<file path="config.mk">
export PLATFORM = sky130hd
export DESIGN_NAME = dual_eight_bit_event_timer
export DESIGN_NICKNAME = d
export VERILOG_FILES = /design/src/timer_pkg.sv /design/src/chan_if.sv /design/src/dual_eight_bit_event_timer.sv /design/src/timer_channel.sv
export SDC_FILE = /design/constraint.sdc
export NUM_CORES = 1
export LEC_CHECK = 0
export BUFFER_PORTS_ARGS = -buffer_cell sky130_fd_sc_hd__clkbuf_2
export CORE_ASPECT_RATIO = 1.2
export CORE_MARGIN = 3
export CORE_UTILIZATION = 55
export CTS_BUF_LIST = sky130_fd_sc_hd__clkbuf_8
export CTS_CLUSTER_DIAMETER = 40
export DETAILED_ROUTE_END_ITERATION = 10
export PLACE_DENSITY = 0.86
export SLEW_MARGIN = 10
export SYNTH_ARGS = -nofsm -noshare
export SYNTH_HDL_FRONTEND = slang
export SYNTH_SLANG_ARGS = --single-unit
</file>
<file path="constraint.sdc">
create_clock -name CLK -period 5 [get_ports CLK]
set_input_delay 0 -clock CLK [delete_from_list [all_inputs] [get_ports CLK]]
set_output_delay 0 -clock CLK [all_outputs]
set_load 0.01 [all_outputs]
</file>
<file path="src/timer_pkg.sv">
// constants for the dual eight-bit event timer
package timer_pkg;
  // register byte offsets on the bus
  localparam logic [7:0] OFS_SOURCE_SEL = 8'h00;
  localparam logic [7:0] OFS_RUN_CTRL   = 8'h04;
  localparam logic [7:0] OFS_OUT_CTRL   = 8'h08;
  localparam logic [7:0] OFS_OUT_SET    = 8'h0C;
  localparam logic [7:0] OFS_OUT_CLR    = 8'h10;
  localparam logic [7:0] OFS_PORT_DIR   = 8'h14;
  localparam logic [7:0] OFS_PORT_LATCH = 8'h18;
  localparam logic [7:0] OFS_PORT_PIN   = 8'h1C;
  localparam logic [7:0] OFS_MATCH_A    = 8'h20;
  localparam logic [7:0] OFS_MATCH_B    = 8'h24;
  localparam logic [7:0] OFS_COUNT_A    = 8'h28;
  localparam logic [7:0] OFS_COUNT_B    = 8'h2C;
  // reset values
  localparam logic [7:0] RST_ZERO     = 8'h00;
  localparam logic [7:0] RST_PORT_DIR = 8'hFF;
  // output control field positions, channel b adds the stride
  localparam int TOC_TOGGLE = 0;
  localparam int TOC_OUTEN  = 1;
  localparam int TOC_SET    = 2;
  localparam int TOC_CLR    = 3;
  localparam int CH_STRIDE  = 4;
  // command bits never stored
  localparam logic [7:0] TOC_CMD_MASK = 8'hCC;
  // port bit carrying each timer output
  localparam int PORT_BIT_A = 1;
  localparam int PORT_BIT_B = 2;
  // count source select codes
  localparam logic [3:0] SRC_FALL  = 4'h0;
  localparam logic [3:0] SRC_RISE  = 4'h1;
  localparam logic [3:0] SRC_DIV4  = 4'h6;
  localparam logic [3:0] SRC_DIV1K = 4'hE;
  localparam logic [3:0] SRC_DIV4K = 4'hF;
  // divider exponents: code minus this offset, last code its own
  localparam logic [3:0] EXP_OFFSET = 4'h4;
  localparam logic [3:0] EXP_TOP    = 4'hC;
  localparam int PRE_W = 12;
  localparam logic [7:0] COUNT_ZERO = 8'h00;
endpackage

</file>
<file path="src/chan_if.sv">
// signals between the register block and one counting channel
`timescale 1ns/1ps
`default_nettype none
interface chan_if;
  logic       tick;        // one count source pulse
  logic       run;         // channel counting
  logic       toggle_en;   // invert level flop on match
  logic       lvl_set;     // pulse, force level high
  logic       lvl_clr;     // pulse, force level low
  logic [7:0] match_value; // compare value
  logic [7:0] count;       // counter value
  logic       irq;         // match pulse
  logic       level;       // level flop
  modport ctrl (output tick, run, toggle_en, lvl_set, lvl_clr, match_value, input count, irq, level);
  modport chan (input tick, run, toggle_en, lvl_set, lvl_clr, match_value, output count, irq, level);
endinterface
`default_nettype wire

</file>
<file path="src/dual_eight_bit_event_timer.sv">
// two eight-bit event timers behind a classic wishbone slave
// What this block does
// - output control drives level flops, toggle, routing
// - output control takes bit and byte writes
// - reset clears output control to zero
// - set/clear command bits read back zero
// - reset sets port direction to all ones
// - interval match clears counter and raises request
// - low four select bits pick source a
// - high four select bits pick source b
// - codes six to fifteen pick prescaler taps
// - channel b uses same code mapping
// - event mode counts own external input pulses
// - event mode counts one selected edge
// - event match clears counter and raises request
// - code zero falling edge, code one rising
// - bits zero and four enable toggling
// - bits two and three set, clear flop
// - reset clears both counters to zero
`timescale 1ns/1ps
`default_nettype none
module dual_eight_bit_event_timer (
  input  wire logic        CLK,
  input  wire logic        RESET_N,
  input  wire logic        CE,
  input  wire logic        CYC_I,
  input  wire logic        STB_I,
  input  wire logic        WE_I,
  input  wire logic [7:0]  ADR_I,
  input  wire logic [31:0] DAT_I,
  input  wire logic [3:0]  SEL_I,
  output      logic [31:0] DAT_O,
  output      logic        ACK_O,
  input  wire logic        EVENT_IN_A,
  input  wire logic        EVENT_IN_B,
  input  wire logic [7:0]  PORT3_IN,
  output      logic        TIMER_OUT_A,
  output      logic        TIMER_OUT_A_OE,
  output      logic        TIMER_OUT_B,
  output      logic        TIMER_OUT_B_OE,
  output      logic        MATCH_IRQ_A,
  output      logic        MATCH_IRQ_B,
  output      logic [7:0]  PORT3_DIR,
  output      logic [7:0]  PORT3_LATCH
);
  // bus state
  logic        ack_r;     // answer flag, one cycle
  logic [31:0] rdat_r;    // read data flop
  logic        req;       // request pending, not yet answered
  logic        wr_go;     // write takes effect this edge
  logic        lane0;     // low byte lane enabled
  logic [7:0]  wbyte;     // written byte

  // software registers
  logic [7:0] source_sel_r;     // count_source_select
  logic [1:0] run_r;            // run bit per channel
  logic [7:0] out_ctrl_r;       // timer_output_control, command bits kept zero
  logic [7:0] out_ctrl_nxt;     // value after this cycle's write
  logic [7:0] cmd_bits;         // set/clear commands written this cycle
  logic [7:0] port_dir_r;       // port_three_direction
  logic [7:0] port_latch_r;     // port three output latch
  logic [7:0] match_value_a_r;  // compare value a
  logic [7:0] match_value_b_r;  // compare value b

  // counting support
  logic [timer_pkg::PRE_W-1:0] pre_r;  // free prescaler
  logic [1:0] ev_prev_r;               // last event input samples
  logic [1:0] ev_now;                  // current event inputs
  logic [1:0] tick;                    // count source pulse per channel
  logic       after_reset_r;           // low only in first cycle after release

  // pin flops
  logic       out_a_r;   // pin a value
  logic       out_b_r;   // pin b value
  logic       oe_a_r;    // pin a enable
  logic       oe_b_r;    // pin b enable

  chan_if ch[2] ();      // two channel links

  assign req   = CYC_I && STB_I && !ack_r;
  assign wr_go = CYC_I && STB_I && WE_I && ack_r;
  assign lane0 = SEL_I[0];
  assign wbyte = DAT_I[7:0];
  assign ev_now = {EVENT_IN_B, EVENT_IN_A};

  // prescaler tap decode: zero means no divider tap for this code
  function automatic logic [3:0] tap_exp(input logic [3:0] code);
    logic [3:0] e;
    e = 4'h0;
    if (code == timer_pkg::SRC_DIV4K)
      e = timer_pkg::EXP_TOP;
    else if (code >= timer_pkg::SRC_DIV4 && code <= timer_pkg::SRC_DIV1K)
      e = code - timer_pkg::EXP_OFFSET;
    return e;
  endfunction

  // tap pulse: low e bits of the prescaler all ones
  function automatic logic tap_hit(input logic [3:0] e, input logic [timer_pkg::PRE_W-1:0] pre);
    logic [timer_pkg::PRE_W-1:0] mask;
    mask = timer_pkg::PRE_W'((1 << e) - 1);
    return (e != 4'h0) && ((pre & mask) == mask);
  endfunction

  // wishbone answer: ack one cycle after the request, dropped after one cycle
  always_ff @(posedge CLK or negedge RESET_N)
  begin
    if (!RESET_N)
      ack_r <= 1'b0;
    else if (CE)
      ack_r <= req;
  end
  // masked while frozen, so the master never takes an answer whose write cannot land yet
  assign ACK_O = ack_r && CE;

  // read data captured with the answer; unmapped offsets read zero
  always_ff @(posedge CLK or negedge RESET_N)
  begin
    if (!RESET_N)
      rdat_r <= 32'h0000_0000;
    else if (CE && req)
    begin
      unique case (ADR_I)
        timer_pkg::OFS_SOURCE_SEL: rdat_r <= {24'h000000, source_sel_r};
        timer_pkg::OFS_RUN_CTRL:   rdat_r <= {30'h0, run_r};
        timer_pkg::OFS_OUT_CTRL,
        timer_pkg::OFS_OUT_SET,
        timer_pkg::OFS_OUT_CLR:    rdat_r <= {24'h000000, out_ctrl_r};
        timer_pkg::OFS_PORT_DIR:   rdat_r <= {24'h000000, port_dir_r};
        timer_pkg::OFS_PORT_LATCH: rdat_r <= {24'h000000, port_latch_r};
        timer_pkg::OFS_PORT_PIN:   rdat_r <= {24'h000000, PORT3_IN};
        timer_pkg::OFS_MATCH_A:    rdat_r <= {24'h000000, match_value_a_r};
        timer_pkg::OFS_MATCH_B:    rdat_r <= {24'h000000, match_value_b_r};
        timer_pkg::OFS_COUNT_A:    rdat_r <= {24'h000000, ch[0].count};
        timer_pkg::OFS_COUNT_B:    rdat_r <= {24'h000000, ch[1].count};
        default:                   rdat_r <= 32'h0000_0000;
      endcase
    end
  end
  assign DAT_O = rdat_r;

  // output control write: whole byte, or bit set / bit clear aliases
  always_comb
  begin
    out_ctrl_nxt = out_ctrl_r;
    cmd_bits = 8'h00;
    if (wr_go && lane0)
    begin
      unique case (ADR_I)
        timer_pkg::OFS_OUT_CTRL:
        begin
          out_ctrl_nxt = wbyte & ~timer_pkg::TOC_CMD_MASK;
          cmd_bits = wbyte & timer_pkg::TOC_CMD_MASK;
        end
        timer_pkg::OFS_OUT_SET:
        begin
          out_ctrl_nxt = (out_ctrl_r | wbyte) & ~timer_pkg::TOC_CMD_MASK;
          cmd_bits = wbyte & timer_pkg::TOC_CMD_MASK;
        end
        timer_pkg::OFS_OUT_CLR:
          out_ctrl_nxt = out_ctrl_r & ~wbyte;
        default:
          out_ctrl_nxt = out_ctrl_r;
      endcase
    end
  end

  // output control register; command bits never stored so they read zero
  always_ff @(posedge CLK or negedge RESET_N)
  begin
    if (!RESET_N)
      out_ctrl_r <= timer_pkg::RST_ZERO;
    else if (CE)
      out_ctrl_r <= out_ctrl_nxt;
  end

  // source select and run control; codes accepted whether the channel is running or stopped
  always_ff @(posedge CLK or negedge RESET_N)
  begin
    if (!RESET_N)
    begin
      source_sel_r <= timer_pkg::RST_ZERO;
      run_r <= 2'b00;
    end
    else if (CE && wr_go && lane0)
    begin
      if (ADR_I == timer_pkg::OFS_SOURCE_SEL)
        source_sel_r <= wbyte;
      if (ADR_I == timer_pkg::OFS_RUN_CTRL)
        run_r <= wbyte[1:0];
    end
  end

  // compare values; hardware leaves these uncleared in spirit, zero here
  always_ff @(posedge CLK or negedge RESET_N)
  begin
    if (!RESET_N)
    begin
      match_value_a_r <= timer_pkg::RST_ZERO;
      match_value_b_r <= timer_pkg::RST_ZERO;
    end
    else if (CE && wr_go && lane0)
    begin
      if (ADR_I == timer_pkg::OFS_MATCH_A)
        match_value_a_r <= wbyte;
      if (ADR_I == timer_pkg::OFS_MATCH_B)
        match_value_b_r <= wbyte;
    end
  end

  // port direction and latch; all pins come up as inputs
  always_ff @(posedge CLK or negedge RESET_N)
  begin
    if (!RESET_N)
    begin
      port_dir_r <= timer_pkg::RST_PORT_DIR;
      port_latch_r <= timer_pkg::RST_ZERO;
    end
    else if (CE && wr_go && lane0)
    begin
      if (ADR_I == timer_pkg::OFS_PORT_DIR)
        port_dir_r <= wbyte;
      if (ADR_I == timer_pkg::OFS_PORT_LATCH)
        port_latch_r <= wbyte;
    end
  end
  assign PORT3_DIR = port_dir_r;
  assign PORT3_LATCH = port_latch_r;

  // free running prescaler, shared by both channels
  always_ff @(posedge CLK or negedge RESET_N)
  begin
    if (!RESET_N)
      pre_r <= '0;
    else if (CE)
      pre_r <= pre_r + timer_pkg::PRE_W'(1);
  end

  // event input history for edge detection; inputs already synchronous
  always_ff @(posedge CLK or negedge RESET_N)
  begin
    if (!RESET_N)
      ev_prev_r <= 2'b00;
    else if (CE)
      ev_prev_r <= ev_now;
  end

  // marks the first cycle after reset release
  always_ff @(posedge CLK or negedge RESET_N)
  begin
    if (!RESET_N)
      after_reset_r <= 1'b0;
    else if (CE)
      after_reset_r <= 1'b1;
  end

  // per channel: source select, edge choice and control fan-out
  for (genvar i = 0; i < 2; i++)
  begin : g_chan
    logic [3:0] code; // this channel's select field
    assign code = source_sel_r[4*i +: 4];
    always_comb
    begin
      unique case (code)
        timer_pkg::SRC_FALL: tick[i] = ev_prev_r[i] && !ev_now[i];
        timer_pkg::SRC_RISE: tick[i] = !ev_prev_r[i] && ev_now[i];
        default:             tick[i] = tap_hit(tap_exp(code), pre_r);
      endcase
    end
    assign ch[i].tick = tick[i];
    assign ch[i].run = run_r[i];
    assign ch[i].toggle_en = out_ctrl_r[timer_pkg::CH_STRIDE*i + timer_pkg::TOC_TOGGLE];
    assign ch[i].lvl_set = cmd_bits[timer_pkg::CH_STRIDE*i + timer_pkg::TOC_SET];
    assign ch[i].lvl_clr = cmd_bits[timer_pkg::CH_STRIDE*i + timer_pkg::TOC_CLR];
    timer_channel u_chan (
      .clk     (CLK),
      .reset_n (RESET_N),
      .ce      (CE),
      .cb      (ch[i])
    );
  end
  assign ch[0].match_value = match_value_a_r;
  assign ch[1].match_value = match_value_b_r;
  assign MATCH_IRQ_A = ch[0].irq;
  assign MATCH_IRQ_B = ch[1].irq;

  // pins: latch ORed with routed level flop, driven while direction is output
  always_ff @(posedge CLK or negedge RESET_N)
  begin
    if (!RESET_N)
    begin
      out_a_r <= 1'b0;
      out_b_r <= 1'b0;
      oe_a_r <= 1'b0;
      oe_b_r <= 1'b0;
    end
    else if (CE)
    begin
      out_a_r <= port_latch_r[timer_pkg::PORT_BIT_A]
        | (out_ctrl_r[timer_pkg::TOC_OUTEN] & ch[0].level);
      out_b_r <= port_latch_r[timer_pkg::PORT_BIT_B]
        | (out_ctrl_r[timer_pkg::CH_STRIDE + timer_pkg::TOC_OUTEN] & ch[1].level);
      oe_a_r <= !port_dir_r[timer_pkg::PORT_BIT_A];
      oe_b_r <= !port_dir_r[timer_pkg::PORT_BIT_B];
    end
  end
  assign TIMER_OUT_A = out_a_r;
  assign TIMER_OUT_B = out_b_r;
  assign TIMER_OUT_A_OE = oe_a_r;
  assign TIMER_OUT_B_OE = oe_b_r;

  a_reset_values: assert property (@(posedge CLK) disable iff (!RESET_N)
    !after_reset_r |-> out_ctrl_r == timer_pkg::RST_ZERO && port_dir_r == timer_pkg::RST_PORT_DIR
      && ch[0].count == timer_pkg::COUNT_ZERO && ch[1].count == timer_pkg::COUNT_ZERO)
    else $error("reset values wrong");
  a_cmd_read_zero: assert property (@(posedge CLK) disable iff (!RESET_N)
    CE && wr_go && lane0 && ADR_I == timer_pkg::OFS_OUT_CTRL
      |=> (out_ctrl_r & timer_pkg::TOC_CMD_MASK) == 8'h00
        && out_ctrl_r == ($past(wbyte) & ~timer_pkg::TOC_CMD_MASK))
    else $error("command bits stored or byte write lost");
  a_level_set_a: assert property (@(posedge CLK) disable iff (!RESET_N)
    CE && cmd_bits[timer_pkg::TOC_SET] |=> ch[0].level)
    else $error("level set a ignored");
  a_prohibited_code: assert property (@(posedge CLK) disable iff (!RESET_N)
    source_sel_r[3:0] inside {4'h2, 4'h3, 4'h4, 4'h5} |-> !tick[0])
    else $error("prohibited code produced a tick");
  a_rise_edge_b: assert property (@(posedge CLK) disable iff (!RESET_N)
    source_sel_r[7:4] == timer_pkg::SRC_RISE && $rose(EVENT_IN_B) && $past(CE) |-> tick[1])
    else $error("rising edge missed on channel b");
  a_div4_spacing: assert property (@(posedge CLK) disable iff (!RESET_N)
    CE && source_sel_r[3:0] == timer_pkg::SRC_DIV4 && tick[0] |=> !tick[0] ##1 !tick[0] ##1 !tick[0])
    else $error("divide by four tap spacing wrong");
  a_bit_clear_alias: assert property (@(posedge CLK) disable iff (!RESET_N)
    CE && wr_go && lane0 && ADR_I == timer_pkg::OFS_OUT_CLR |=> (out_ctrl_r & $past(wbyte)) == 8'h00)
    else $error("bit clear alias failed");
  a_pin_enable: assert property (@(posedge CLK) disable iff (!RESET_N)
    CE |=> TIMER_OUT_A_OE == !$past(port_dir_r[timer_pkg::PORT_BIT_A]))
    else $error("pin enable does not follow direction");
endmodule
`default_nettype wire

</file>
<file path="src/timer_channel.sv">
// one eight-bit counter with compare, match pulse and level flop
`timescale 1ns/1ps
`default_nettype none
module timer_channel (
  input  wire logic clk,
  input  wire logic reset_n,
  input  wire logic ce,
  chan_if.chan      cb
);
  logic [7:0] count_r; // counter
  logic       irq_r;   // match pulse
  logic       level_r; // level flop
  logic       hit;     // counter meets compare on a tick

  assign hit = cb.run && cb.tick && (count_r == cb.match_value);
  assign cb.count = count_r;
  assign cb.irq = irq_r;
  assign cb.level = level_r;

  // counter: held at zero while stopped, wraps on match
  always_ff @(posedge clk or negedge reset_n)
  begin
    if (!reset_n)
      count_r <= timer_pkg::COUNT_ZERO;
    else if (ce)
    begin
      if (!cb.run)
        count_r <= timer_pkg::COUNT_ZERO;
      else if (hit)
        count_r <= timer_pkg::COUNT_ZERO;
      else if (cb.tick)
        count_r <= count_r + 8'h01;
    end
  end

  // one-cycle match pulse
  always_ff @(posedge clk or negedge reset_n)
  begin
    if (!reset_n)
      irq_r <= 1'b0;
    else if (ce)
      irq_r <= hit;
  end

  // level flop: explicit set/clear beat the toggle
  always_ff @(posedge clk or negedge reset_n)
  begin
    if (!reset_n)
      level_r <= 1'b0;
    else if (ce)
    begin
      if (cb.lvl_set)
        level_r <= 1'b1;
      else if (cb.lvl_clr)
        level_r <= 1'b0;
      else if (hit && cb.toggle_en)
        level_r <= ~level_r;
    end
  end

  a_match_clears: assert property (@(posedge clk) disable iff (!reset_n)
    ce && hit |=> count_r == timer_pkg::COUNT_ZERO && irq_r)
    else $error("match did not clear counter and raise pulse");
  a_toggle_on_hit: assert property (@(posedge clk) disable iff (!reset_n)
    ce && hit && cb.toggle_en && !cb.lvl_set && !cb.lvl_clr |=> level_r != $past(level_r))
    else $error("level flop did not toggle on match");
  a_pulse_one_cycle: assert property (@(posedge clk) disable iff (!reset_n)
    irq_r && ce && !hit |=> !irq_r)
    else $error("match pulse stretched");
endmodule
`default_nettype wire

</file>
== After elaboration in Yosys (flattened, before gate mapping) ==
Index checks and enable logic that the tools add are counted.
Operators by class
  add/subtract/negate cells: 7
  order comparisons: 4
  equality and inequality tests: 21
  shift operators: 2
  mux-type cells: 24
  bitwise gates (word level): 11
  reductions and logical operators: 53
Operators with widths (number)
  $pmux 8 s10: 1
  $mux 8: 8
  $eq 8x5->1 const B: 4
  $eq 8x6->1 const B: 4
  $and 12x12->12: 2
  $eq 12x12->1: 2
  $mux 4: 6
  $pmux 8 s3: 1
  $shl 1x4->12 const A: 2
  $sub 12x2->12 const B: 2
  $logic_and 1x1->1: 23
  $reduce_and 2->1: 10
  $add 8x1->8 const B: 2
  $eq 8x4->1 const B: 2
  $eq 8x8->1: 2
  $add 12x1->12 const B: 1
  $reduce_bool 3->1: 3
  $and 8x8->8: 1
  $eq 4x1->1 const B: 2
  $eq 4x4->1 const B: 2
  $eq 8x3->1 const B: 1
  $ge 4x3->1 const B: 2
  $le 4x4->1 const B: 2
  $logic_not 4->1: 2
  15 further kinds: 35
Word-level totals
  register bits: 121
  input bits: 60
  output and inout port bits: 55

== Depth between registers and ports, before layout ==
Gate-level depths: netlist of run 1.
  word-level depth: 17
  depth in mapped cells: 18

== Hierarchy ==
A second synthesis of run 1 with hierarchy kept.
Unflattened totals
  cells, all modules: 674
  area total of the unflattened synthesis: 6449.9 um2
By module, submodules not included
  dual_eight_bit_event_timer: times used 1, cells each 530, area an instance 5078.6 um2, seq. area each 1936.9 um2
  timer_channel: times used 2, cells each 72, area an instance 685.7 um2, seq. area each 250.2 um2

== Worst setup path after synthesis of run 1 ==
Ideal clock, no wire load.
  kind: reg-to-reg
  from: register source_sel_r[3]
  to: register g_chan[0].u_chan.count_r[6]
  setup time: 126 ps
  arrival: 3806 ps
  slack: 1068 ps
  stages on the path, launching flop included: 18
  path buffers: 2
  clock period less this slack: 3932 ps
  path through: dfrtp_1 > buf_2 > inv_1 > ha_1 > nor2b_2 > a211oi_1 > o32ai_1 > ha_1 > nor2b_1 > a311o_1 > or4b_1 > a31oi_1 > a2111oi_2 > a22oi_4 > nor2_2 > buf_6 > and3_1 > a221o_1
On the way
  cells in the longest elaborated chain, start to end: 15
Ends and longest elaborated chain
  from (decl): line dual_eight_bit_event_timer.sv:55  | logic [7:0] source_sel_r;
  from (signal assigned): line dual_eight_bit_event_timer.sv:181  | source_sel_r <= timer_pkg::RST_ZERO;
  from (signal assigned): line dual_eight_bit_event_timer.sv:187  | source_sel_r <= wbyte;
  $ge 4x3->1 / $le 4x4->1 (equally long branches): line dual_eight_bit_event_timer.sv:92  | else if (code >= timer_pkg::SRC_DIV4 && code <= timer_pkg::SRC_DIV1K)
  $logic_and 1x1->1: line dual_eight_bit_event_timer.sv:92
  $mux 4: line dual_eight_bit_event_timer.sv:92
  $mux 4: line dual_eight_bit_event_timer.sv:90  | if (code == timer_pkg::SRC_DIV4K)
  $mux 4: line dual_eight_bit_event_timer.sv:263  | unique case (code)
  $shl 1x4->12: line dual_eight_bit_event_timer.sv:100  | mask = timer_pkg::PRE_W'((1 << e) - 1);
  $sub 12x2->12: line dual_eight_bit_event_timer.sv:100
  $and 12x12->12: line dual_eight_bit_event_timer.sv:101  | return (e != 4'h0) && ((pre & mask) == mask);
  $eq 12x12->1: line dual_eight_bit_event_timer.sv:101
  $logic_and 1x1->1: line dual_eight_bit_event_timer.sv:101
  $pmux 1 s2 *: line dual_eight_bit_event_timer.sv:263
  $logic_and 1x1->1 (2 in a row): line timer_channel.sv:15  | assign hit = cb.run && cb.tick && (count_r == cb.match_value);
  $ne 3x1->1 (no source line) / $mux 8 (equally long branches)
  $reduce_and 2->1 (no source line) / $mux 8 (equally long branches)
  to (signal assigned): line timer_channel.sv:24  | count_r <= timer_pkg::COUNT_ZERO;
  to (signal assigned): line timer_channel.sv:28  | count_r <= timer_pkg::COUNT_ZERO;
  to (signal assigned): line timer_channel.sv:30  | count_r <= timer_pkg::COUNT_ZERO;
  to (decl): line timer_channel.sv:10  | logic [7:0] count_r;
Mark *: on every way between the ends. The rest lies on a longest branch, timed or not. The select of a mux whose other input is x is not followed.
A chain may end at the register's enable or synchronous reset.

== Final worst setup path of run 1 ==
  from: register source_sel_r[3]
  to: register g_chan[0].u_chan.count_r[5]
Same word-level chain as after synthesis.

==> summary.txt, run 1 <==
Setup path
  – Critical path class: reg -> reg
  – Critical path's top delay family: compound AO/OA/AOI/OAI gates
  – CP Data Required Time: 5270 ps
  – Nature of the critical path startpoint: flip-flop
  – Delay contributed by the slowest stage of the critical path: 600 ps
  – Slowest CP cell: sky130_fd_sc_hd__dfrtp_1
  – Reg2reg start: source_sel_r[3]$_DFFE_PN0P_
  – Critical-path cell list: inv_1, ha_1, nor2b_2, a211oi_1, o32ai_1, ha_1, nor2b_1, a311o_1, or4b_1, a31oi_1, a2111oi_2, a22oi_4, nor2_2, and3_1, a221o_1
  – Reg2Reg Capture Point: g_chan[0].u_chan.cb.count[5]$_DFFE_PN0P_
  – Most common cell type on the critical path: sky130_fd_sc_hd__ha_1
  – Worst reg2reg setup slack: 490 ps
  – Setup crit end kind: flip-flop
  – Crit path capture: g_chan[0].u_chan.cb.count[5]$_DFFE_PN0P_
  – Buf/Inv on CP: 1
  – Total stage count of the critical path: 15
  – Worst-case reg-to-reg path depth: 15
  – Crit Path Max Fanout: 13
  – Worst EP arrival: 4780 ps
  – Critical Path Source: source_sel_r[3]$_DFFE_PN0P_

Global route
  – Total routing resource utilization after global routing: 0.2663
  – First-pass GRT wire length: 26,190 um
  – Vias in the first global route: 5,341
  – Largest net degree at the start of global routing: 90
  – Global route overflow: 0
  – Antenna violations before repair: 0

Synthesis
  – Synthesized area per cell: 9.368 um2
  – Synthesized instance count: 663
  – Sequential element share of the synthesized area: 0.3924
  – Post-Syn Area: 6211 um2
  – Number of unique standard cell types used by synthesis: 67
  – Most common cell in the netlist: sky130_fd_sc_hd__dfrtp_1
  – Count of flip-flops with a built-in enable after synthesis: 0
  – Ys Warns: 0
  – Post-synthesis sequential element count: 97
  – Share of Yosys cell area claimed by the top area cell type: 0.3586
  – Cell accounting for the most synthesized area: sky130_fd_sc_hd__dfrtp_1
  – Most frequently used flop master after synthesis: sky130_fd_sc_hd__dfrtp_1
  – Main area contributors after synthesis: sky130_fd_sc_hd__dfrtp_1 36%, sky130_fd_sc_hd__mux2_2 7.4%, sky130_fd_sc_hd__nand2_1 3.4%, sky130_fd_sc_hd__dfstp_2 3.4%, sky130_fd_sc_hd__mux2i_1 3.4%
  – Async set-reset flop share out of synthesis: 1.000
  – Leading cell types by count after synthesis: 89 x sky130_fd_sc_hd__dfrtp_1, 57 x sky130_fd_sc_hd__nand2_1, 45 x sky130_fd_sc_hd__nor2_1, 41 x sky130_fd_sc_hd__mux2_2, 38 x sky130_fd_sc_hd__o21ai_0

CTS
  – Latest clock arrival within the worst-skew pair: 380 ps
  – Clock transition time at the flip-flop clock pins of the worst setup and hold paths: 90 ps
  – CTS buffer count: 9
  – Root Buffer: sky130_fd_sc_hd__clkbuf_8
  – # clock sinks: 97
  – Number of post-CTS setup repair buffers: 0
  – H-tree depth: 3
  – Clock tree from TritonCTS: yes
  – Number of buffers between clock root and the deepest sink: 2

Final layout
  – Area added between synthesis and finish: 9.247%
  – Share of final-layout standard cells stronger than drive strength 1: 0.1948
  – Diode insertion count for antenna repair: 0
  – Final net count: 795

Timing
  – Transition time at the pin with the least slew margin: 1129 ps
  – Hold_ws: 13.02 ps
  – Finish-stage setup viols: 0
  – Least setup slack across all paths after layout: 486.3 ps
  – Period minus WS final: 4514 ps
  – Final setup TNS: 0 ps
  – Peak Freq: 221.5 MHz
  – Slew margin rel.: 0.2473
  – Clk_skew: 14.25 ps
  – RSZ-0062 raised after global routing: false
  – Hold Violations, Final: 0
  – Final Cycle Share: 0.9027
  – Number of pins exceeding their max-slew limit in the final report: 0

Worst hold path
  – Hold path cells: 2
  – Worst hold-check path type: in -> reg

Floorplanning
  – Vertical die dimension: 122.4 um
  – Starting Density: 0.5765
  – Die X-Extent: 103.0 um
  – Die area: 12,610 um2
  – Core outline area: 10,770 um2
  – Top Ports: 115
  – FP Rows: 41

Job
  – Maxcap violations: 0

Pwr
  – Power after layout: 1558 uW
  – Worst supply voltage drop on vdd: 165.0 uV
  – Power density over the cells: 229.6 nW/um2
  – Pleak: 0.003254 uW

Place
  – Post-DP HPWL: 12,200 um
  – Count of buffers inserted at the top-level ports: 63
  – Post-Place Setup Slack: 548.8 ps
  – Final Wtd Congestion: 0.9771

Detailed routing
  – Avg WL per Cell: 19.07 um
  – Via/cell ratio: 6.373
  – First-pass DRT Iterations: 5
  – Antenna viol nets, final: 0
  – Via count: 5,468
  – Total length of routed wires: 16,360 um
  – Number of DRC markers in iteration 0: 405
  – Post-route DRC violation count: 0

Outcome
  – Outcome: complete, no violations
-- routing by layer --
metal  part of all wire  wire length, um  track usage
met1               0.39             6332       0.3188
met2               0.51             8382       0.4462
met3              0.057              925      0.05401
met4              0.044              717       0.1409
met5                  0                0            0
-- worst reg2reg max path, delay by kind of cell (launching register included) --
kind | cells | cell delay, ps
flip-flops | 1 | 600
AO/OA/AOI/OAI | 7 | 1780
adder cells (fa/ha/maj) | 2 | 580
AND/OR/NAND/NOR | 5 | 1220
buffers and inverters | 1 | 200
-- flip-flops by register name, indices dropped and copies added, names as in the netlist, 2 cells and up --
signal	flops
g_chan.u_chan.cb.irq	2
g_chan.u_chan.cb.level	2
out_ctrl_r	8
DAT_O	8
PORT3_LATCH	8
source_sel_r	8
run_r	2
pre_r	12
PORT3_DIR	8
ev_prev_r	2
g_chan.u_chan.cb.count	16
ch.match_value	16
-- layout by cell type (no fill, tap or decap), types with 8 or more instances in the layout --
cell type / instances
sky130_fd_sc_hd__a21o_1: 14
sky130_fd_sc_hd__a21oi_1: 27
sky130_fd_sc_hd__a221o_1: 8
sky130_fd_sc_hd__a221oi_1: 14
sky130_fd_sc_hd__and2_1: 11
sky130_fd_sc_hd__and3_1: 14
sky130_fd_sc_hd__clkbuf_2: 62
sky130_fd_sc_hd__clkbuf_8: 9
sky130_fd_sc_hd__conb_1: 24
sky130_fd_sc_hd__dfrtp_1: 89
sky130_fd_sc_hd__dfstp_2: 8
sky130_fd_sc_hd__dlygate4sd3_1: 11
sky130_fd_sc_hd__ha_1: 11
sky130_fd_sc_hd__inv_1: 22
sky130_fd_sc_hd__mux2_2: 41
sky130_fd_sc_hd__mux2i_1: 21
sky130_fd_sc_hd__nand2_1: 57
sky130_fd_sc_hd__nand2b_1: 11
sky130_fd_sc_hd__nand3_1: 21
sky130_fd_sc_hd__nand4_1: 8
sky130_fd_sc_hd__nor2_1: 45
sky130_fd_sc_hd__nor2b_1: 8
sky130_fd_sc_hd__nor3_1: 16
sky130_fd_sc_hd__nor4_1: 8
sky130_fd_sc_hd__o21ai_0: 38
sky130_fd_sc_hd__xnor2_1: 17
sky130_fd_sc_hd__xor2_1: 17
-- cell families (layout without fill, tap and decap cells) --
kind of cell             count (synthesis)  count (layout)  share of synthesized area
multiplexers                            62              62                     0.1082
adder cells (fa/ha/maj)                 11              11                    0.02216
XOR/XNOR                                34              34                    0.04794
AO/OA/AOI/OAI                          161             161                     0.1839
AND/OR/NAND/NOR                        224             224                     0.1813
buffers and inverters                   73             116                    0.06346
flip-flops                              97              97                     0.3924
other                                    1              24                  0.0006038
-- through the flow --
| step | cells | instance area (um2) | util |
|---|---|---|---|
| 2_1_floorplan | 686 | 6297 | - |
| 3_3_place_gp | 831 | 6502 | 0.6036 |
| 3_5_place_dp | 831 | 6502 | 0.6036 |
| 4_1_cts | 858 | 6785 | 0.6298 |
| 5_1_grt | 858 | 6785 | 0.6298 |
| 6_report | 858 | 6785 | 0.6298 |
-- report_power, final --
part           internal (uW)  switching [uW]
clock network            181             283
registers                822            57.4
logic                   94.3             121
-- worst min-delay path by stage --
stage,start,end
final,DAT_I[0],out_ctrl_r[0]$_DFFE_PN0P_
after global routing,DAT_I[0],ch[1].match_value[0]$_DFFE_PN0P_
after CTS,DAT_I[0],run_r[0]$_DFFE_PN0P_
after detailed placement,RESET_N,ev_prev_r[0]$_DFFE_PN0P_
after global placement,RESET_N,ev_prev_r[0]$_DFFE_PN0P_
after floorplan,RESET_N,DAT_O[0]$_DFFE_PN0P_
-- cell type report --
cell class | count | area, um2
Fill cell | 877 | 3988
Multi-Input combinational cell | 516 | 3466
Sequential cell | 97 | 2437
Timing Repair Buffer | 80 | 473.0
Tap cell | 129 | 161.4
Clock buffer | 9 | 123.9
Inverter | 20 | 75.07
Clock inverter | 7 | 48.80
-- timing repair --
item | CTS | global route
hold endpoints to repair | 42 | 0
gates resized for setup | 0 | 0
hold buffers | 11 | 0
Power figures use the tool's default switching activity.
==> run 2, diff against run 1 <==
- ABC_AREA: not set -> 1
- CORE_ASPECT_RATIO: 1.2 -> 0.8
==> run 2 against run 1 <==
Clock power increased by 33%. Combinational power decreased by 20%. Clock skew decreased by 1.5 ps. Wire length decreased by 1.8%. Design area decreased by 0.96%. First-iteration DRC count increased by 70%. Total power increased by 6.6%. Critical endpoint is now g_chan[0].u_chan.cb.count[1]$_DFFE_PN0P_. Largest cell class unchanged.
==> summary.txt, run 2 <==
Global route
  – Largest net degree at the start of global routing: 52 (was 90)
  – First-pass GRT wire length: 26,180 um (was 26,190 um)
  – Vias in the first global route: 5,202 (was 5,341)
  – Total routing resource utilization after global routing: 0.2678 (was 0.2663)
  – Antenna violations before repair: 0 (unchanged)
  – Global route overflow: 0 (unchanged)

Floorplanning
  – Die X-Extent: 124.0 um (was 103.0 um)
  – Die area: 12,450 um2 (was 12,610 um2)
  – FP Rows: 33 (was 41)
  – Starting Density: 0.5797 (was 0.5765)
  – Top Ports: 115 (unchanged)
  – Core outline area: 10,570 um2 (was 10,770 um2)
  – Vertical die dimension: 100.4 um (was 122.4 um)

Worst hold path
  – Worst Hold End: g_chan[0].u_chan.cb.level$_DFFE_PN0P_ (was out_ctrl_r[0]$_DFFE_PN0P_)
  – Worst hold-check path type: in -> reg (unchanged)
  – Hold path cells: 5 (was 2)
  – Start point of the worst hold path: DAT_I[2] (was DAT_I[0])

CTS
  – Clock transition time at the flip-flop clock pins of the worst setup and hold paths: 100 ps (was 90 ps)
  – Clock tree from TritonCTS: yes (unchanged)
  – Root Buffer: sky130_fd_sc_hd__clkbuf_8 (unchanged)
  – CTS buffer count: 9 (unchanged)
  – # clock sinks: 97 (unchanged)
  – Latest clock arrival within the worst-skew pair: 380 ps (about the same)
  – Number of buffers between clock root and the deepest sink: 2 (unchanged)
  – H-tree depth: 3 (unchanged)
  – Number of post-CTS setup repair buffers: 0 (unchanged)

Detailed routing
  – Number of DRC markers in iteration 0: 687 (was 405)
  – Post-route DRC violation count: 0 (unchanged)
  – Via count: 5,668 (was 5,468)
  – Total length of routed wires: 16,060 um (was 16,360 um)
  – Avg WL per Cell: 16.26 um (was 19.07 um)
  – Via/cell ratio: 5.737 (was 6.373)
  – First-pass DRT Iterations: 5 (unchanged)
  – Antenna viol nets, final: 0 (unchanged)

Timing
  – Hold Violations, Final: 0 (unchanged)
  – Number of pins exceeding their max-slew limit in the final report: 0 (unchanged)
  – Clk_skew: 12.71 ps (was 14.25 ps)
  – Slew margin rel.: 0.1075 (was 0.2473)
  – RSZ-0062 raised after global routing: false (unchanged)
  – Final setup TNS: 0 ps (unchanged)
  – Transition time at the pin with the least slew margin: 1329 ps (was 1129 ps)
  – Finish-stage setup viols: 0 (unchanged)
  – Peak Freq: 313.0 MHz (was 221.5 MHz)
  – Period minus WS final: 3195 ps (was 4514 ps)
  – Final Cycle Share: 0.6390 (was 0.9027)

Final layout
  – Final net count: 914 (was 795)
  – Area added between synthesis and finish: 9.679% (was 9.247%)
  – Diode insertion count for antenna repair: 0 (unchanged)
  – Leading cell types in the layout, fill and taps excluded: 146 x sky130_fd_sc_hd__nand2_1, 102 x sky130_fd_sc_hd__inv_1, 89 x sky130_fd_sc_hd__dfrtp_1 (was 89 x sky130_fd_sc_hd__dfrtp_1, 62 x sky130_fd_sc_hd__clkbuf_2, 57 x sky130_fd_sc_hd__nand2_1)
  – Final Core Density: 0.6358 (was 0.6298)
  – Share of final-layout standard cells stronger than drive strength 1: 0.1887 (was 0.1948)
  – Most common cell after layout, fill and taps aside: sky130_fd_sc_hd__nand2_1 (was sky130_fd_sc_hd__dfrtp_1)

Setup path
  – Worst reg2reg setup slack: 1810 ps (was 490 ps)
  – Crit Path Max Fanout: 16 (was 13)
  – Nature of the critical path startpoint: flip-flop (unchanged)
  – Critical-path cell list: inv_2, ha_1, nand3b_2, nand2_2, inv_1, nand2_1, ha_1, inv_1, nor2_2, nand3_1, o21bai_1, nand3_1, nand3_2, nand2_2, o21ai_4, o21ai_0 (was inv_1, ha_1, nor2b_2, a211oi_1, o32ai_1, ha_1, nor2b_1, a311o_1, or4b_1, a31oi_1, a2111oi_2, a22oi_4, nor2_2, and3_1, a221o_1)
  – Slowest CP cell: sky130_fd_sc_hd__o21ai_4 (was sky130_fd_sc_hd__dfrtp_1)
  – CP Data Required Time: 5230 ps (was 5270 ps)
  – Reg2Reg Capture Point: g_chan[0].u_chan.cb.count[1]$_DFFE_PN0P_ (was g_chan[0].u_chan.cb.count[5]$_DFFE_PN0P_)
  – Critical path class: reg -> reg (unchanged)
  – Delay contributed by the slowest stage of the critical path: 460 ps (was 600 ps)
  – Setup crit end kind: flip-flop (unchanged)
  – Reg2reg start: source_sel_r[2]$_DFFE_PN0P_ (was source_sel_r[3]$_DFFE_PN0P_)
  – Worst-case reg-to-reg path depth: 16 (was 15)
  – Worst EP arrival: 3430 ps (was 4780 ps)

Pwr
  – Worst supply voltage drop on vdd: 154.1 uV (was 165.0 uV)
  – Pleak: 0.003191 uW (was 0.003254 uW)
  – Power density over the cells: 247.2 nW/um2 (was 229.6 nW/um2)

Synthesis
  – Most common cell in the netlist: sky130_fd_sc_hd__nand2_1 (was sky130_fd_sc_hd__dfrtp_1)
  – Leading cell types by count after synthesis: 146 x sky130_fd_sc_hd__nand2_1, 99 x sky130_fd_sc_hd__inv_1, 89 x sky130_fd_sc_hd__dfrtp_1, 68 x sky130_fd_sc_hd__o21ai_0, 55 x sky130_fd_sc_hd__nor2_1 (was 89 x sky130_fd_sc_hd__dfrtp_1, 57 x sky130_fd_sc_hd__nand2_1, 45 x sky130_fd_sc_hd__nor2_1, 41 x sky130_fd_sc_hd__mux2_2, 38 x sky130_fd_sc_hd__o21ai_0)
  – Post-synthesis sequential element count: 97 (unchanged)
  – Synthesized area per cell: 7.875 um2 (was 9.368 um2)
  – Sequential element share of the synthesized area: 0.3978 (was 0.3924)
  – Share of Yosys cell area claimed by the top area cell type: 0.3635 (was 0.3586)
  – Number of unique standard cell types used by synthesis: 50 (was 67)
  – Post-Syn Area: 6127 um2 (was 6211 um2)
  – Async set-reset flop share out of synthesis: 1.000 (unchanged)
  – Count of flip-flops with a built-in enable after synthesis: 0 (unchanged)
  – Main area contributors after synthesis: sky130_fd_sc_hd__dfrtp_1 36%, sky130_fd_sc_hd__nand2_1 8.9%, sky130_fd_sc_hd__inv_1 6.1%, sky130_fd_sc_hd__o21ai_0 5.6%, sky130_fd_sc_hd__dfstp_2 3.4% (was sky130_fd_sc_hd__dfrtp_1 36%, sky130_fd_sc_hd__mux2_2 7.4%, sky130_fd_sc_hd__nand2_1 3.4%, sky130_fd_sc_hd__dfstp_2 3.4%, sky130_fd_sc_hd__mux2i_1 3.4%)
  – Synthesized instance count: 778 (was 663)
  – Ys Warns: 0 (unchanged)
  – Most frequently used flop master after synthesis: sky130_fd_sc_hd__dfrtp_1 (unchanged)
  – Cell accounting for the most synthesized area: sky130_fd_sc_hd__dfrtp_1 (unchanged)

Place
  – Final Wtd Congestion: 0.9372 (was 0.9771)
  – Post-DP HPWL: 12,120 um (was 12,200 um)
  – Count of buffers inserted at the top-level ports: 63 (unchanged)

Job
  – Maxcap violations: 0 (unchanged)

Outcome
  – Outcome: complete, no violations (unchanged)
run 2: cell types whose count changed after synthesis, sizes merged, moves of 16 or more:
cell / delta
nand2: +119
o22ai: +17
mux2: -34
mux2i: -21
nand3: +27
xnor2: -16
o21ai: +48
inv: +88
run 2: cell families after synthesis:
logic type,count (synthesis),share of synthesized area
other,1,0.0006120
buffers and inverters,147,0.1123
xor gates and xnor gates,19,0.02716
muxes,7,0.01287
AOI/OAI and AO/OA,173,0.1791
DFF,97,0.3978
adders and majority gates,11,0.02246
and+or+nand+nor,323,0.2477
run 2: what timing repair did:
item / CTS / global route
hold buffers: 3 / 0
resized for setup: 0 / 0
hold endpoints to repair: 48 / 0
run 2: metrics by stage:
step	hold slack (ps)	setup WS (ps)	instance area [um2]	total power (uW)	instances
after global placement	32.39	1932	6451	1048	969
final	20.39	1805	6720	1661	988
after detailed placement	35.54	1878	6451	1056	969
after CTS	0.2172	1833	6720	1664	988
after floorplan	-295.6	2270	6213	996.0	801
after global routing	51.35	1494	6720	1732	988
run 2: worst max path at each step:
stage | start | depth (start not counted) | slack, ps | to
after floorplan | source_sel_r[7]$_DFFE_PN0P_ | 23 | 2270 | g_chan[1].u_chan.cb.count[2]$_DFFE_PN0P_
after global placement | source_sel_r[2]$_DFFE_PN0P_ | 16 | 1930 | g_chan[0].u_chan.cb.count[1]$_DFFE_PN0P_
after detailed placement | source_sel_r[7]$_DFFE_PN0P_ | 18 | 1880 | g_chan[1].u_chan.cb.count[0]$_DFFE_PN0P_
after CTS | source_sel_r[7]$_DFFE_PN0P_ | 18 | 1830 | g_chan[1].u_chan.cb.count[1]$_DFFE_PN0P_
after global routing | source_sel_r[2]$_DFFE_PN0P_ | 18 | 1490 | g_chan[0].u_chan.cb.count[1]$_DFFE_PN0P_
final | source_sel_r[2]$_DFFE_PN0P_ | 16 | 1810 | g_chan[0].u_chan.cb.count[1]$_DFFE_PN0P_
run 2: cell type report:
class	instances	area [um2]
Tap cell	140	175.2
Timing Repair Buffer	68	362.8
Inverter	110	417.9
Clock inverter	6	101.3
Clock buffer	10	137.6
Sequential cell	97	2437
Fill cell	908	3850
Multi-Input combinational cell	557	3088
run 2: report_power, final:
group / switching, uW / internal, uW / total [uW]
clock: 274 / 341 / 615
sequential: 50.0 / 823 / 873
combinational: 116 / 56.7 / 173
run 2: routing by layer:
metal	GRT usage	share of wire	vias up
li1	-	-	2691
met1	0.4175	0.45	2588
met2	0.3739	0.41	353
met3	0.05803	0.12	36
met4	0.07576	0.021	0
met5	0	0	-
run 2: worst max-delay path: cells and delay by family, from the launching register on:
kind | cells | cell delay (ps)
AND/OR/NAND/NOR | 8 | 1050
adder cells (fa/ha/maj) | 2 | 500
flip-flops | 1 | 430
AO/OA/AOI/OAI | 3 | 790
buffers and inverters | 3 | 280
==> run 3, diff against run 2 <==
- clock period: 5 -> 3.05 ns (I/O delays scaled with it)
==> run 3 against run 2 <==
Clock power up 22%. Wire length rose by 8.7%. Count of clock-buffer cells in the layout shrank 1. Critical path depth grew 6. Global-route usage about the same. Non-clock buffer count is 29 higher. Sequential power increased by 64%. Critical endpoint is now g_chan[1].u_chan.cb.level$_DFFE_PN0P_. Clock skew about the same. Sequential cell count did not move. Design area increased by 6.9%. Utilization up 4.4 points.
==> summary.txt, run 3 (synthesized netlist as in run 2, its figures left out) <==
Setup path
  – Crit Path Max Fanout: 4 (was 16)
  – Worst-case reg-to-reg path depth: 22 (was 16)
  – Nature of the critical path startpoint: flip-flop (unchanged)
  – Worst reg2reg setup slack: 20 ps (was 1810 ps)
  – Critical path class: reg -> reg (unchanged)
  – Reg2Reg Capture Point: g_chan[1].u_chan.cb.level$_DFFE_PN0P_ (was g_chan[0].u_chan.cb.count[1]$_DFFE_PN0P_)
  – Reg2reg start: source_sel_r[7]$_DFFE_PN0P_ (was source_sel_r[2]$_DFFE_PN0P_)
  – Setup crit end kind: flip-flop (unchanged)
  – Worst EP arrival: 3300 ps (was 3430 ps)
  – CP Data Required Time: 3320 ps (was 5230 ps)

Pwr
  – Power after layout: 2490 uW (was 1661 uW)
  – Pleak: 0.003423 uW (was 0.003191 uW)
  – Worst supply voltage drop on vdd: 233.5 uV (was 154.1 uV)
  – Power density over the cells: 346.8 nW/um2 (was 247.2 nW/um2)

Detailed routing
  – Highest signal layer in the routed design: met5 (was met4)
  – Via/cell ratio: 5.950 (was 5.737)
  – Via count: 6,051 (was 5,668)
  – DR WL met2: 7492 um (was 6578 um)
  – Antenna viol nets, final: 0 (unchanged)
  – Number of DRC markers in iteration 0: 892 (was 687)
  – Routed length on met1: 7520 um (was 7176 um)
  – Avg WL per Cell: 17.17 um (was 16.26 um)
  – First-pass DRT Iterations: 5 (unchanged)
  – Post-route DRC violation count: 0 (unchanged)
  – Total length of routed wires: 17,460 um (was 16,060 um)
  – Met3 wire length: 1977 um (was 1966 um)

Outcome
  – Outcome: complete, no violations (unchanged)

Timing
  – Hold Violations, Final: 0 (unchanged)
  – Final setup TNS: 0 ps (unchanged)
  – Peak Freq: 330.0 MHz (was 313.0 MHz)
  – Clk_skew: 12.85 ps (was 12.71 ps)
  – Period minus WS final: 3030 ps (was 3195 ps)
  – Hold_ws: 17.79 ps (was 20.39 ps)
  – Finish-stage setup viols: 0 (unchanged)
  – Final Cycle Share: 0.9935 (was 0.6390)
  – Number of pins exceeding their max-slew limit in the final report: 0 (unchanged)
  – Slew margin rel.: 0.3238 (was 0.1075)
  – RSZ-0062 raised after global routing: true (was false)
  – Transition time at the pin with the least slew margin: 1014 ps (was 1329 ps)

Worst hold path
  – Worst hold-check path type: in -> reg (unchanged)
  – Hold path cells: 3 (was 5)
  – Worst Hold End: PORT3_DIR[5]$_DFFE_PN1P_ (was g_chan[0].u_chan.cb.level$_DFFE_PN0P_)
  – Start point of the worst hold path: DAT_I[5] (was DAT_I[2])

Job
  – Maxcap violations: 0 (unchanged)

Floorplanning
  – Die area: 12,450 um2 (unchanged)
  – Top Ports: 115 (unchanged)
  – Vertical die dimension: 100.4 um (unchanged)
  – Starting Density: 0.5797 (unchanged)
  – FP Rows: 33 (unchanged)
  – Die X-Extent: 124.0 um (unchanged)
  – Core outline area: 10,570 um2 (unchanged)

Place
  – Count of buffers inserted at the top-level ports: 63 (unchanged)
  – Final Wtd Congestion: 0.9204 (was 0.9372)
  – Post-DP HPWL: 12,420 um (was 12,120 um)
  – Total placed instance area: 6561 um2 (was 6451 um2)

CTS
  – Clock transition time at the flip-flop clock pins of the worst setup and hold paths: 90 ps (was 100 ps)
  – CTS buffer count: 9 (unchanged)
  – Root Buffer: sky130_fd_sc_hd__clkbuf_8 (unchanged)
  – H-tree depth: 3 (unchanged)
  – Clock tree from TritonCTS: yes (unchanged)
  – Latest clock arrival within the worst-skew pair: 380 ps (about the same)
  – # clock sinks: 97 (unchanged)
  – Number of buffers between clock root and the deepest sink: 2 (unchanged)

Global route
  – Largest net degree at the start of global routing: 80 (was 52)
  – Global route overflow: 0 (unchanged)
  – Vias in the first global route: 5,182 (was 5,202)
  – First-pass GRT wire length: 26,120 um (was 26,180 um)
  – Antenna violations before repair: 0 (unchanged)
  – Total routing resource utilization after global routing: 0.2682 (was 0.2678)

Final layout
  – Area added between synthesis and finish: 17.19% (was 9.679%)
  – Most common cell after layout, fill and taps aside: sky130_fd_sc_hd__nand2_1 (unchanged)
  – Share of final-layout standard cells stronger than drive strength 1: 0.2520 (was 0.1887)
  – Diode insertion count for antenna repair: 0 (unchanged)
  – Post-layout instance area: 7181 um2 (was 6720 um2)
  – Leading cell types in the layout, fill and taps excluded: 136 x sky130_fd_sc_hd__nand2_1, 99 x sky130_fd_sc_hd__inv_1, 86 x sky130_fd_sc_hd__dfrtp_1 (was 146 x sky130_fd_sc_hd__nand2_1, 102 x sky130_fd_sc_hd__inv_1, 89 x sky130_fd_sc_hd__dfrtp_1)
  – Final net count: 943 (was 914)
==> run 3: worst max-delay path by stage <==
stage,start,end,cells after the start
2_1_floorplan,source_sel_r[7]$_DFFE_PN0P_,g_chan[1].u_chan.cb.count[2]$_DFFE_PN0P_,23
3_3_place_gp,source_sel_r[7]$_DFFE_PN0P_,g_chan[1].u_chan.cb.count[0]$_DFFE_PN0P_,16
3_5_place_dp,source_sel_r[6]$_DFFE_PN0P_,g_chan[1].u_chan.cb.count[2]$_DFFE_PN0P_,21
4_1_cts,source_sel_r[6]$_DFFE_PN0P_,g_chan[1].u_chan.cb.count[2]$_DFFE_PN0P_,21
5_1_grt,source_sel_r[7]$_DFFE_PN0P_,g_chan[1].u_chan.cb.level$_DFFE_PN0P_,23
6_report,source_sel_r[7]$_DFFE_PN0P_,g_chan[1].u_chan.cb.level$_DFFE_PN0P_,22
==> run 3: cell type report <==
cell class                      instances  area [um2]
Multi-Input combinational cell        557        3348
Sequential cell                        97        2441
Fill cell                             846        3390
Clock inverter                          7       41.29
Clock buffer                            9       123.9
Tap cell                              140       175.2
Inverter                              110       427.9
Timing Repair Buffer                   97       623.1
==> run 3: critical path, stage by stage (launching register included) <==
cell and delay (ps):
sky130_fd_sc_hd__dfrtp_1 450, sky130_fd_sc_hd__inv_2 80, sky130_fd_sc_hd__buf_4 170, sky130_fd_sc_hd__ha_1 290, sky130_fd_sc_hd__inv_1 70, sky130_fd_sc_hd__nand3_4 80, sky130_fd_sc_hd__nand3_4 90, sky130_fd_sc_hd__ha_4 290
sky130_fd_sc_hd__nor2_1 40, sky130_fd_sc_hd__nor3_1 210, sky130_fd_sc_hd__nand2_1 70, sky130_fd_sc_hd__nor2_1 110, sky130_fd_sc_hd__nand3_1 90, sky130_fd_sc_hd__nor2_1 90, sky130_fd_sc_hd__nand2_1 50, sky130_fd_sc_hd__nor2_1 80
sky130_fd_sc_hd__nand3_1 130, sky130_fd_sc_hd__nand2_4 160, sky130_fd_sc_hd__nand3_2 80, sky130_fd_sc_hd__nand2_2 110, sky130_fd_sc_hd__nand3_2 70, sky130_fd_sc_hd__nand2_1 100, sky130_fd_sc_hd__inv_1 40
==> run 3: what timing repair did <==
action                                 in CTS  in global routing
hold buffers                                3                  0
setup endpoints to repair                   0                 20
buffers inserted                            0                 15
resized for setup                           0                 65
endpoints found under the hold margin      76                  0
==> run 3: routing by layer <==
layer	track usage	vias to the layer above
met2	0.3706	400
met1	0.4256	2847
li1	-	2753
met3	0.05127	49
met5	0	-
met4	0.07576	2
==> run 3: power breakdown <==
| group | internal [uW] | switching, uW |
|---|---|---|
| combinational | 104 | 200 |
| clock | 289 | 463 |
| sequential | 1350 | 84.9 |
| total | 1740 | 747 |
==> run 3: stage by stage <==
step,util,setup slack [ps],std cells
floorplan,-,320.4,801
global placement,0.6207,122.9,982
detailed placement,0.6207,18.93,982
CTS,0.6392,7.950,1001
global route,0.6793,-208.6,1017
finish,0.6793,19.95,1017
